### config.mk
export PLATFORM = sky130hd
export DESIGN_NAME = ttp_timer_top
export DESIGN_NICKNAME = d
export VERILOG_FILES = /design/src/hw/ttp_timer_top.v /design/src/hw/ttp_timer_chan.v
export VERILOG_INCLUDE_DIRS = /design/src /design/src/hw
export SDC_FILE = /design/constraint.sdc
export NUM_CORES = 1
export LEC_CHECK = 0
export BUFFER_PORTS_ARGS = -buffer_cell sky130_fd_sc_hd__clkbuf_2
export CAP_MARGIN = 20
export CORE_MARGIN = 4
export CORE_UTILIZATION = 50
export DETAILED_ROUTE_END_ITERATION = 12
export PLACE_DENSITY = 0.66
export SYNTH_ARGS = -nofsm -noshare
export SYNTH_HDL_FRONTEND = slang
export SYNTH_HIERARCHICAL = 1
export SYNTH_SLANG_ARGS = --single-unit
export TNS_END_PERCENT = 20
### constraint.sdc
create_clock -name clk_in -period 3.8 [get_ports clk_in]
set_input_delay 0.57 -clock clk_in [delete_from_list [all_inputs] [get_ports clk_in]]
set_output_delay 0.57 -clock clk_in [all_outputs]
set_load 0.02 [all_outputs]
### src/hw/ttp_defs.vh
// Constants for the triple timer with shared prescaler.
`ifndef TTP_DEFS_VH
`define TTP_DEFS_VH
`define TTP_DW            24
`define TTP_CW            24
`define TTP_PW            21
`define TTP_AW            4
`define TTP_OFS_CTL       2'h0
`define TTP_OFS_COUNT     2'h1
`define TTP_OFS_LOAD      2'h2
`define TTP_OFS_COMPARE   2'h3
`define TTP_IDX_PRE       2'h3
`define TTP_ADDR_PLOAD    4'hC
`define TTP_ADDR_PCOUNT   4'hD
`define TTP_BIT_EN        0
`define TTP_BIT_OVF_IE    1
`define TTP_BIT_CMP_IE    2
`define TTP_MODE_LO       4
`define TTP_MODE_HI       7
`define TTP_BIT_RELOAD    9
`define TTP_BIT_PRE_SEL   15
`define TTP_BIT_OVF_FLAG  20
`define TTP_BIT_CMP_FLAG  21
`define TTP_CTL_WMASK     24'h0082F7
`define TTP_MODE_COMPARE  4'h0
`define TTP_RST_CTL       24'h000000
`define TTP_RST_WORD      24'h000000
`define TTP_RST_PRE       21'h000000
`define TTP_PSRC_LO       21
`define TTP_PSRC_HI       22
`define TTP_PSRC_CLK_DIV2 2'h0
`define TTP_PLOAD_WMASK   24'h7FFFFF
`endif

### src/hw/ttp_timer_top.v
// Triple timer: shared 21-bit prescaler, three channels, register port and outputs.
`timescale 1ns/100ps
`include "ttp_defs.vh"
module ttp_timer_top (
    // Clock and reset
    input  wire                clk_in,
    input  wire                rst_b_in,
    input  wire                sw_reset_in,
    // Core power state
    input  wire                core_stop_in,
    // Register port
    input  wire [`TTP_AW-1:0]  reg_addr_in,
    input  wire                reg_wr_in,
    input  wire                reg_rd_in,
    input  wire [`TTP_DW-1:0]  reg_wdata_in,
    output wire [`TTP_DW-1:0]  reg_rdata_out,
    // Interrupt service acknowledges
    input  wire [2:0]          ovf_ack_in,
    input  wire [2:0]          cmp_ack_in,
    // Interrupt, wake and DMA outputs
    output wire [2:0]          ovf_irq_out,
    output wire [2:0]          cmp_irq_out,
    output wire                wake_out,
    output wire [2:0]          dma_trig_out
);
    reg  [`TTP_DW-1:0]   rdata_ff;
    reg  [2:0]           ovf_irq_ff;
    reg  [2:0]           cmp_irq_ff;
    reg                  wake_ff;
    reg  [2:0]           dma_ff;
    reg  [`TTP_DW-1:0]   pload_ff;
    reg  [`TTP_PW-1:0]   pre_ff;
    reg                  div_ff;
    reg  [`TTP_DW-1:0]   nxt_rdata;
    wire [3*`TTP_DW-1:0] ctl_bus;
    wire [3*`TTP_CW-1:0] cnt_bus;
    wire [3*`TTP_CW-1:0] cmp_bus;
    wire [2:0]           run;
    wire [2:0]           pre_sel;
    wire [2:0]           ovf;
    wire [2:0]           cmpf;
    wire [2:0]           evt;
    wire [2:0]           tick;
    wire                 pre_run;
    wire                 src_ok;
    wire                 pre_in_tick;
    wire                 pre_out_tick;
    wire [1:0]           sel_idx;
    wire [1:0]           sel_ofs;

    // True when the address hits word ofs of timer idx.
    function hit;
        input [`TTP_AW-1:0] addr;
        input integer       idx;
        input [1:0]         ofs;
        begin
            // Only the low two bits of the channel number select a timer.
            hit = (addr[3:2] == idx[1:0]) && (addr[1:0] == ofs);
        end
    endfunction

    assign sel_idx = reg_addr_in[3:2];
    assign sel_ofs = reg_addr_in[1:0];

    // The prescaler only burns power when some running timer listens to it.
    assign pre_run      = |(run & pre_sel);
    assign src_ok       = (pload_ff[`TTP_PSRC_HI:`TTP_PSRC_LO] == `TTP_PSRC_CLK_DIV2);
    assign pre_in_tick  = div_ff && src_ok && pre_run && !core_stop_in;
    assign pre_out_tick = pre_in_tick && (pre_ff == `TTP_RST_PRE);

    always @(posedge clk_in or negedge rst_b_in) begin
        if (!rst_b_in) begin
            div_ff   <= 1'b0;
            pre_ff   <= `TTP_RST_PRE;
            pload_ff <= `TTP_RST_WORD;
        end else begin
            if (reg_wr_in && (reg_addr_in == `TTP_ADDR_PLOAD)) begin
                pload_ff <= reg_wdata_in & `TTP_PLOAD_WMASK;
            end
            if (!pre_run || core_stop_in) begin
                div_ff <= 1'b0;
            end else begin
                div_ff <= ~div_ff;
            end
            if (!pre_run) begin
                pre_ff <= pload_ff[`TTP_PW-1:0];
            end else if (pre_in_tick) begin
                if (pre_ff == `TTP_RST_PRE) begin
                    pre_ff <= pload_ff[`TTP_PW-1:0];
                end else begin
                    pre_ff <= pre_ff - 21'h000001;
                end
            end
        end
    end

    genvar g;
    generate
        for (g = 0; g < 3; g = g + 1) begin : chan
            // Wait state leaves ticks running; stop state removes them.
            assign tick[g] = !core_stop_in && (pre_sel[g] ? pre_out_tick : 1'b1);
            ttp_timer_chan u_chan (
                .clk_in      (clk_in),
                .rst_b_in    (rst_b_in),
                .sw_reset_in (sw_reset_in),
                .tick_in     (tick[g]),
                .ctl_wr_in   (reg_wr_in && hit(reg_addr_in, g, `TTP_OFS_CTL)),
                .load_wr_in  (reg_wr_in && hit(reg_addr_in, g, `TTP_OFS_LOAD)),
                .cmp_wr_in   (reg_wr_in && hit(reg_addr_in, g, `TTP_OFS_COMPARE)),
                .wdata_in    (reg_wdata_in),
                .ovf_ack_in  (ovf_ack_in[g]),
                .cmp_ack_in  (cmp_ack_in[g]),
                .ctl_out     (ctl_bus[g*`TTP_DW +: `TTP_DW]),
                .count_out   (cnt_bus[g*`TTP_CW +: `TTP_CW]),
                .compare_out (cmp_bus[g*`TTP_CW +: `TTP_CW]),
                .run_out     (run[g]),
                .pre_sel_out (pre_sel[g]),
                .ovf_out     (ovf[g]),
                .cmp_out     (cmpf[g]),
                .event_out   (evt[g])
            );
        end
    endgenerate

    // Channel load registers are write-only and read back as zero; the prescaler load register reads back.
    always @* begin
        nxt_rdata = `TTP_RST_WORD;
        if (sel_idx == `TTP_IDX_PRE) begin
            if (reg_addr_in == `TTP_ADDR_PLOAD) begin
                nxt_rdata = pload_ff;
            end else if (reg_addr_in == `TTP_ADDR_PCOUNT) begin
                nxt_rdata = {{(`TTP_DW-`TTP_PW){1'b0}}, pre_ff};
            end
        end else begin
            case (sel_ofs)
                `TTP_OFS_CTL: begin
                    nxt_rdata = ctl_bus[sel_idx*`TTP_DW +: `TTP_DW];
                end
                `TTP_OFS_COUNT: begin
                    nxt_rdata = cnt_bus[sel_idx*`TTP_CW +: `TTP_CW];
                end
                `TTP_OFS_COMPARE: begin
                    nxt_rdata = cmp_bus[sel_idx*`TTP_CW +: `TTP_CW];
                end
                default: begin
                    nxt_rdata = `TTP_RST_WORD;
                end
            endcase
        end
    end

    integer i;
    always @(posedge clk_in or negedge rst_b_in) begin
        if (!rst_b_in) begin
            rdata_ff   <= `TTP_RST_WORD;
            ovf_irq_ff <= 3'h0;
            cmp_irq_ff <= 3'h0;
            wake_ff    <= 1'b0;
            dma_ff     <= 3'h0;
        end else begin
            if (reg_rd_in) begin
                rdata_ff <= nxt_rdata;
            end
            for (i = 0; i < 3; i = i + 1) begin
                ovf_irq_ff[i] <= ovf[i] && ctl_bus[i*`TTP_DW + `TTP_BIT_OVF_IE];
                cmp_irq_ff[i] <= cmpf[i] && ctl_bus[i*`TTP_DW + `TTP_BIT_CMP_IE]
                                 && !(ovf[i] && ctl_bus[i*`TTP_DW + `TTP_BIT_OVF_IE]);
            end
            wake_ff <= |(ovf_irq_ff | cmp_irq_ff);
            dma_ff  <= evt;
        end
    end

    assign reg_rdata_out = rdata_ff;
    assign ovf_irq_out   = ovf_irq_ff;
    assign cmp_irq_out   = cmp_irq_ff;
    assign wake_out      = wake_ff;
    assign dma_trig_out  = dma_ff;
endmodule

### src/hw/ttp_timer_chan.v
// One 24-bit timer channel with its control, count, load and compare registers.
`timescale 1ns/100ps
`include "ttp_defs.vh"
module ttp_timer_chan (
    // Clock and reset
    input  wire                clk_in,
    input  wire                rst_b_in,
    input  wire                sw_reset_in,
    // Timer clock enable
    input  wire                tick_in,
    // Register writes
    input  wire                ctl_wr_in,
    input  wire                load_wr_in,
    input  wire                cmp_wr_in,
    input  wire [`TTP_DW-1:0]  wdata_in,
    // Interrupt service
    input  wire                ovf_ack_in,
    input  wire                cmp_ack_in,
    // State
    output wire [`TTP_DW-1:0]  ctl_out,
    output wire [`TTP_CW-1:0]  count_out,
    output wire [`TTP_CW-1:0]  compare_out,
    output wire                run_out,
    output wire                pre_sel_out,
    output wire                ovf_out,
    output wire                cmp_out,
    output wire                event_out
);
    reg  [`TTP_DW-1:0] ctl_ff;
    reg  [`TTP_CW-1:0] cnt_ff;
    reg  [`TTP_CW-1:0] load_ff;
    reg  [`TTP_CW-1:0] cmpv_ff;
    reg                ovf_ff;
    reg                cmpf_ff;
    reg                first_ff;
    reg                reload_ff;
    reg                evt_ff;
    reg  [`TTP_DW-1:0] nxt_ctl;
    reg  [`TTP_CW-1:0] nxt_cnt;
    reg                nxt_ovf;
    reg                nxt_cmpf;
    reg                nxt_first;
    reg                nxt_reload;
    reg                hit_ovf;
    reg                hit_cmp;
    reg  [`TTP_CW:0]   sum;
    wire               en;
    wire               run;

    assign en  = ctl_ff[`TTP_BIT_EN];
    // Reserved mode codes leave the counter frozen.
    assign run = en && (ctl_ff[`TTP_MODE_HI:`TTP_MODE_LO] == `TTP_MODE_COMPARE);

    always @* begin
        nxt_ctl    = ctl_ff;
        nxt_cnt    = cnt_ff;
        nxt_first  = first_ff;
        nxt_reload = reload_ff;
        hit_ovf    = 1'b0;
        hit_cmp    = 1'b0;
        sum        = {1'b0, cnt_ff} + 25'h0000001;
        if (run && tick_in) begin
            if (first_ff || reload_ff) begin
                nxt_cnt    = load_ff;
                nxt_first  = 1'b0;
                nxt_reload = 1'b0;
            end else begin
                nxt_cnt = sum[`TTP_CW-1:0];
                hit_ovf = sum[`TTP_CW];
            end
            if (nxt_cnt == cmpv_ff) begin
                hit_cmp    = 1'b1;
                nxt_reload = ctl_ff[`TTP_BIT_RELOAD];
            end
        end
        if (ctl_wr_in) begin
            nxt_ctl = wdata_in & `TTP_CTL_WMASK;
            if (wdata_in[`TTP_BIT_EN] && !en) begin
                nxt_cnt    = `TTP_RST_WORD;
                nxt_first  = 1'b1;
                nxt_reload = 1'b0;
            end
        end
        // Set beats clear so an event landing on the clear is kept.
        nxt_ovf  = hit_ovf | (ovf_ff & ~((ctl_wr_in & wdata_in[`TTP_BIT_OVF_FLAG]) | ovf_ack_in));
        nxt_cmpf = hit_cmp | (cmpf_ff & ~((ctl_wr_in & wdata_in[`TTP_BIT_CMP_FLAG]) | cmp_ack_in));
        if (sw_reset_in) begin
            nxt_ctl    = `TTP_RST_CTL;
            nxt_ovf    = 1'b0;
            nxt_cmpf   = 1'b0;
            nxt_first  = 1'b0;
            nxt_reload = 1'b0;
        end
    end

    always @(posedge clk_in or negedge rst_b_in) begin
        if (!rst_b_in) begin
            ctl_ff    <= `TTP_RST_CTL;
            cnt_ff    <= `TTP_RST_WORD;
            load_ff   <= `TTP_RST_WORD;
            cmpv_ff   <= `TTP_RST_WORD;
            ovf_ff    <= 1'b0;
            cmpf_ff   <= 1'b0;
            first_ff  <= 1'b0;
            reload_ff <= 1'b0;
            evt_ff    <= 1'b0;
        end else begin
            ctl_ff    <= nxt_ctl;
            cnt_ff    <= nxt_cnt;
            ovf_ff    <= nxt_ovf;
            cmpf_ff   <= nxt_cmpf;
            first_ff  <= nxt_first;
            reload_ff <= nxt_reload;
            evt_ff    <= hit_ovf | hit_cmp;
            if (load_wr_in) begin
                load_ff <= wdata_in;
            end
            if (cmp_wr_in) begin
                cmpv_ff <= wdata_in;
            end
        end
    end

    assign ctl_out     = ctl_ff | ({{(`TTP_DW-1){1'b0}}, ovf_ff} << `TTP_BIT_OVF_FLAG)
                                | ({{(`TTP_DW-1){1'b0}}, cmpf_ff} << `TTP_BIT_CMP_FLAG);
    assign count_out   = cnt_ff;
    assign compare_out = cmpv_ff;
    assign run_out     = run;
    assign pre_sel_out = ctl_ff[`TTP_BIT_PRE_SEL];
    assign ovf_out     = ovf_ff;
    assign cmp_out     = cmpf_ff;
    assign event_out   = evt_ff;
endmodule

# ---- After elaboration in Yosys (flattened, before gate mapping)
# Cells that the tools add are included.
# W data, S select, Z words.
dict set report word_totals {
  register_bits 382
  latch_bits 0
  ram_bits 0
  romBits 0
  in_bits 40
  n_memories 0
}
dict set report classes {
  addsub 4
  multipliers 1
  div 0
  n_lt_le_gt_ge 0
  n_eq_ne 12
  shift 3
  muxes 83
  bitwise 42
  n_reduce_logical 68
}
# operator n
set op_table {}
lappend op_table {{$mux W24} 22}
lappend op_table {{$shiftx A72 B8 Y24} 3}
lappend op_table {{$mux W21} 4}
lappend op_table {{$add A24 B1 Y25 const B} 3}
lappend op_table {{$eq A24 B24 Y1} 3}
lappend op_table {{$or A24 B21 Y24} 3}
lappend op_table {{$or A24 B22 Y24} 3}
lappend op_table {{$pmux W24 S3} 1}
lappend op_table {{$mux W1} 55}
lappend op_table {{$logic_and A1 B1 Y1} 44}
lappend op_table {{$mux W23} 1}
lappend op_table {{$logic_not A21 Y1} 1}
lappend op_table {{$sub A21 B1 Y21 const B} 1}
lappend op_table {{$or A1 B1 Y1} 15}
lappend op_table {{$and A1 B1 Y1} 12}
lappend op_table {{$logic_not A4 Y1} 3}
lappend op_table {{$eq A2 B2 Y1 const B} 4}
lappend op_table {{$eq A4 B4 Y1 const B} 2}
lappend op_table {{$logic_not A1 Y1} 8}
lappend op_table {{$not A1 Y1} 7}
lappend op_table {{$logic_not A2 Y1} 3}
lappend op_table {{$reduce_bool A2 Y1} 3}
lappend op_table {{$reduce_or A3 Y1} 2}
lappend op_table {{$eq A2 B1 Y1 const B} 2}
lappend op_table {{5 further kinds} 8}

# ---- Logic depth before layout (Yosys ltp)
dict set report depth {
  word_depth 17
  ltp_mapped 14
  ltp_nobuf 13
}

# ---- By module
# The synthesis kept the hierarchy.
# mod n_inst cells_each area_each_um2 seq_area_each_um2
set by_module_without_submodules {}
lappend by_module_without_submodules {ttp_timer_chan 3 583 5376.4 2152.1}
lappend by_module_without_submodules {ttp_timer_top 1 594 5718.0 1976.9}

# ---- Worst setup path after synthesis
# No wires, ideal clock.
dict set report synth_path {
  path_type {flip-flop to flip-flop}
  startpoint {register pre_ff[0]}
  endpoint {register chan[0].u_chan.reload_ff}
  setup_time_ns 0.095
  arrival_ns 3.194
  t_required_ns 3.705
  slack_ns 0.511
  stages_incl_launch_ff 14
  path_buffers 0
  path_cell_list {dfrtp_1 inv_1 ha_1 or4b_2 nor3_2 nand3_1 a21oi_1 nor4bb_1 nand3_1 a2111oi_0 nand4_1 nor4_1 nand4_1 o31ai_1}
}
dict set report synth_between {
  elab_chain_len 9
}
# element line
set synth_rtl {}
lappend synth_rtl {{start: declaration} ttp_timer_top.v:32} ;# reg [`TTP_PW-1:0] pre_ff;
lappend synth_rtl {{start signal: assignment} ttp_timer_top.v:74} ;# pre_ff <= `TTP_RST_PRE;
lappend synth_rtl {{start signal: assignment} ttp_timer_top.v:86} ;# pre_ff <= pload_ff[`TTP_PW-1:0];
lappend synth_rtl {{start signal: assignment} ttp_timer_top.v:89} ;# pre_ff <= pload_ff[`TTP_PW-1:0];
lappend synth_rtl {{$logic_not A21 Y1 (no line) (*)} n/a}
lappend synth_rtl {{$logic_and A1 B1 Y1 (*)} ttp_timer_top.v:69} ;# assign pre_out_tick = pre_in_tick && (pre_ff == `TTP_RST_PRE);
lappend synth_rtl {{$mux W1 (*)} ttp_timer_top.v:101} ;# assign tick[g] = !core_stop_in && (pre_sel[g] ? pre_out_tick : 1'b1);
lappend synth_rtl {{$logic_and A1 B1 Y1 (*)} ttp_timer_top.v:101}
lappend synth_rtl {{via tick[0]} ttp_timer_top.v:43} ;# wire [2:0] tick;
lappend synth_rtl {{$logic_and A1 B1 Y1 (*)} ttp_timer_chan.v:62} ;# if (run && tick_in) begin
lappend synth_rtl {{$mux W1 (*)} ttp_timer_chan.v:62}
lappend synth_rtl {{$mux W1} ttp_timer_chan.v:78} ;# if (wdata_in[`TTP_BIT_EN] && !en) begin
lappend synth_rtl {{$mux W1 (*)} ttp_timer_chan.v:76} ;# if (ctl_wr_in) begin
lappend synth_rtl {{$mux W1 (*)} ttp_timer_chan.v:87} ;# if (sw_reset_in) begin
lappend synth_rtl {{via chan[0].u_chan.nxt_reload} ttp_timer_chan.v:43} ;# reg nxt_reload;
lappend synth_rtl {{end signal: assignment} ttp_timer_chan.v:113} ;# reload_ff <= nxt_reload;
lappend synth_rtl {{end: declaration} ttp_timer_chan.v:36} ;# reg reload_ff;
# Mark *: on every way through the listed nets, which the timed path passes. The rest lies on a longest branch.
# A chain may end at the register's enable or synchronous reset.

# ---- Worst setup path in the final report
dict set report layout_path {
  startpoint {register pre_ff[0]}
  endpoint {register chan[1].u_chan.cmpf_ff}
}
dict set report layout_between {
  elab_chain_len 8
}
# element line
set layout_rtl {}
lappend layout_rtl {{$logic_not A21 Y1 (no line)} n/a}
lappend layout_rtl {{$logic_and A1 B1 Y1} ttp_timer_top.v:69}
lappend layout_rtl {{$mux W1} ttp_timer_top.v:101}
lappend layout_rtl {{$logic_and A1 B1 Y1} ttp_timer_top.v:101}
lappend layout_rtl {{via tick[1]} ttp_timer_top.v:43}
lappend layout_rtl {{$logic_and A1 B1 Y1} ttp_timer_chan.v:62}
lappend layout_rtl {{$mux W1} ttp_timer_chan.v:62}
lappend layout_rtl {{$or A1 B1 Y1} ttp_timer_chan.v:86} ;# nxt_cmpf = hit_cmp | (cmpf_ff & ~((ctl_wr_in & wdata_in[`TTP_BIT_CMP_FLAG]) | cmp_ack_in));
lappend layout_rtl {{$mux W1} ttp_timer_chan.v:87}
lappend layout_rtl {{via chan[1].u_chan.nxt_cmpf} ttp_timer_chan.v:41} ;# reg nxt_cmpf;
lappend layout_rtl {{end signal: assignment} ttp_timer_chan.v:111} ;# cmpf_ff <= nxt_cmpf;
lappend layout_rtl {{end: declaration} ttp_timer_chan.v:34} ;# reg cmpf_ff;
# The timed path passes the listed nets, and every way through them passes these cells.

==> impl_metrics.csv <==
group,metric,value,unit
run_status,status,"complete, but fails checks",
clock_tree,clkTransAtPathRegs,0.06,ns
final_layout,drive_gt1_share,20.6,%
critical_path,end_kind,"register",
synthesis,async_flop_share,100,%
floorplan,core_area,0.0432,mm2
placed_design,dp_cells,2891,
synthesis,yosysWarnings,6,
hold_path,worstHoldPathType,"in2async",
sta,fin_crit,3.63,ns
critical_path,crit_chain,"inv_1 > ha_1 > or4b_2 > nor3_2 > nand3_2 > a21oi_1 > nor4bb_4 > o211ai_1 > a41oi_1 > nand4_1 > nor4_1 > nand4_1 > a21oi_1",
synthesis,postSynthAreaPerCell,9.32,um2
synthesis,yosys-top-cells-count,"dfrtp_1 (337), nor2_1 (263), nand2_1 (190), mux2_2 (179), clkbuf_1 (118)",
clock_tree,cts_tree,"yes",
synthesis,syn-cell-area,0.0218,mm2
clock_tree,clock-sinks,337,
clock_tree,root_buffer,"clkbuf_16",
placed_design,gp_congestion,1.01,
synthesis,synth_seq_area_share,38.6,%
synthesis,synthDistinctLibCells,83,
critical_path,cp_max_fo,5,
detailed_routing,firstDrtPassIters,6,
clock_tree,clockBufferDepth,3,
critical_path,cpLargestDelayFamily,"simple AND/OR/NAND/NOR gates",
floorplan,die_y,217,um
synthesis,synth-seq-cells,337,
clock_tree,clk_latency,0.59,ns
synthesis,synth_edf_count,0,
global_route,grt_pass1_wl,123,mm
clock_tree,cts.htree.levels,2,
final_layout,area_growth,10.4,%
global_route,grt_max_degree,100,
placed_design,port_buffers,73,
clock_tree,numCtsBuffers,40,
sta,relSlewSlack,31.1,%
critical_path,required,4.31,ns
sta,slew_violations,0,
critical_path,cp_slowest_stage_delay,0.62,ns
sta,final.setup_skew,0.0239,ns
detailed_routing,postRouteAntennaNets,0,
final_layout,fin_cells,2967,
run_status,violations,"negative hold slack",
critical_path,crit_slowest_cell,"or4b_2",
sta,rsz0062_at_grt,"true",
sta,setup-violations-final,0,
synthesis,yosys.area.top_type_share,38.6,%
sta,worstMarginPinSlew,1.03,ns
sta,tns,0,ns
detailed_routing,drc_errors,0,
final_layout,nets,2396,
synthesis,synth.area.top_cells,"dfrtp_1 (39%), mux2_2 (9.2%), nor2_1 (4.5%), nand2_1 (3.3%), mux2i_1 (3.0%)",
sta,hold_viol_final,3,
run,cap_violations,0,
pwr,ir_drop,0.000362,V
synthesis,synth_top_area_cell,"dfrtp_1",
sta,post-route-period-util,95.6,%
global_route,antenna_found_initial,0,
global_route,grt_overflow,0,
placed_design,hpwl,58.8,mm
critical_path,start_kind,"register",
sta,hold_ws,-0.0212,ns
detailed_routing,drtIter0Drc,2412,
floorplan,initial_core_util,50.6,%
global_route,first_global_vias,18500,
critical_path,cp.buffers_inverters,1,
pwr,cellPowerDensity,482,mW/mm2
floorplan,die_area,0.0471,mm2
pwr,p_leak,9.83,nW
floorplan,die_w,217,um
critical_path,worstSetupPathType,"reg2reg",
global_route,grt_usage,34.4,%
detailed_routing,vias,19600,
sta,max_freq,0.275,GHz
detailed_routing,totalWireLength,82.6,mm
detailed_routing,wire_per_inst,27.8,um
floorplan,row_count,76,
synthesis,synthCells,2343,
detailed_routing,avgViaCountPerCell,6.61,
pwr,finalPower,11.6,mW
floorplan,io_pins,74,
synthesis,synth_most_common_cell,"dfrtp_1",
critical_path,cp.arrival,4.14,ns
synthesis,synth_ff_type,"dfrtp_1",
final_layout,postLayoutCoreUtil,55.9,%
routing by layer:
layer	vias to the layer above	share of wire, %	routed length (um)	global-route usage (%)
met1	9824	42	34700	48.8
met4	0	4.8	3980	14.4
li1	8603	-	-	-
met2	1015	44	36400	51.9
met5	-	0	0	0
met3	176	9.1	7550	6.28
worst reg2reg max path: stages (launching register included):
cell and delay (ns):
dfrtp_1 0.41, inv_1 0.14, ha_1 0.16, or4b_2 0.62, nor3_2 0.18, nand3_2 0.19
a21oi_1 0.30, nor4bb_4 0.42, o211ai_1 0.17, a41oi_1 0.19, nand4_1 0.13, nor4_1 0.28
nand4_1 0.18, a21oi_1 0.17
placed cells by master (no fill, tap or decap), types with 12 or more instances in the layout:
cell type  synthesis  routed
a211oi_1          29      29
nand3_1           58      57
and4_1            12      12
nand2b_1          22      22
buf_4             57      69
nand4_1           49      49
clkbuf_2           3      71
conb_1             3      39
o211ai_1          34      34
a31oi_1           41      41
xor2_1            48      48
a22oi_1           50      50
nor3_1            46      41
mux2i_1           65      65
mux2_2           179     179
and2_1            15      15
o31ai_1           13      13
mux4_2            21      21
o21ai_0          112     112
dfrtp_1          337     337
nor2_1           263     252
clkbuf_16          0      40
nor4_1            29      28
o22ai_1           12      12
a211o_1           14      14
a221oi_1          12      12
inv_1             53      53
or3_1             12      12
a41oi_1           35      35
nand2_1          190     190
a21oi_1          109     108
xnor2_1           51      51
nor3b_1           13      13
and3_1            20      20
a311oi_1          13      13
state kept, by name, summed over array words and instances (netlist names):
signal	cells
chan.u_chan/ovf_out	3
reg_rdata_out	24
chan.u_chan/compare_out	72
chan.u_chan/ctl_ff	27
wake_out	1
chan.u_chan/event_out	3
ovf_irq_out	3
chan.u_chan/load_ff	72
chan.u_chan/first_ff	3
pre_ff	21
pload_ff	23
dma_trig_out	3
chan.u_chan/cmp_out	3
div_ff	1
chan.u_chan/count_out	72
cmp_irq_out	3
chan.u_chan/reload_ff	3
power by group:
part	switching (mW)	total [mW]	internal, mW
Sequential	0.777	4.91	4.14
Clock	1.71	4.15	2.44
Combinational	1.46	2.55	1.10
Total	3.95	11.6	7.67
kinds of logic after synthesis:
kind of cell	share of synthesized area (%)
AOI/OAI and AO/OA	17.2
and+or+nand+nor	19.6
buffers and inverters	6.00
muxes	14.4
xor gates and xnor gates	3.97
other	0.0515
adders and majority gates	0.286
DFF	38.6
cell type report:
class                   count  area, um2
repair buffers            148       1000
inverters                  53        199
clock buffers              47       1070
flip-flops and latches    337       8430
well taps                 585        732
fillers                  3957      19100
diodes                      1       2.50
multi-input cells        1771      12400
clock inverters            25        319
timing repair:
item | CTS | global route
gates resized for setup | 0 | 8
endpoints found under the setup margin | 0 | 8
hold buffers | 0 | 0
buffers inserted | 0 | 2
per-stage QoR:
| stage | setup slack, ns | cell area (um2) |
|---|---|---|
| floorplan | 0.511 | 22000 |
| global placement | 0.198 | 22700 |
| detailed placement | 0.126 | 22700 |
| CTS | 0.0844 | 24100 |
| global route | -0.0487 | 24100 |
| finish | 0.167 | 24100 |
final timing paths:
check | cells after the start | endpoint | start | slack, ns
max | 13 | chan[1].u_chan/cmp_out | pre_ff[0] | 0.17
min | 1 | pload_ff[6] | rst_b_in | -0.02
max reg2reg | 13 | chan[1].u_chan/cmp_out | pre_ff[0] | 0.17
min reg2reg | 0 | dma_trig_out[2] | chan[2].u_chan/event_out | 0.38
max in group asynchronous | 2 | chan[2].u_chan/compare_out[6] | rst_b_in | 2.80
min in group clk_in | 3 | chan[0].u_chan/ovf_out | ovf_ack_in[0] | 0.28
Note: power is estimated with default switching activity, not from simulation.
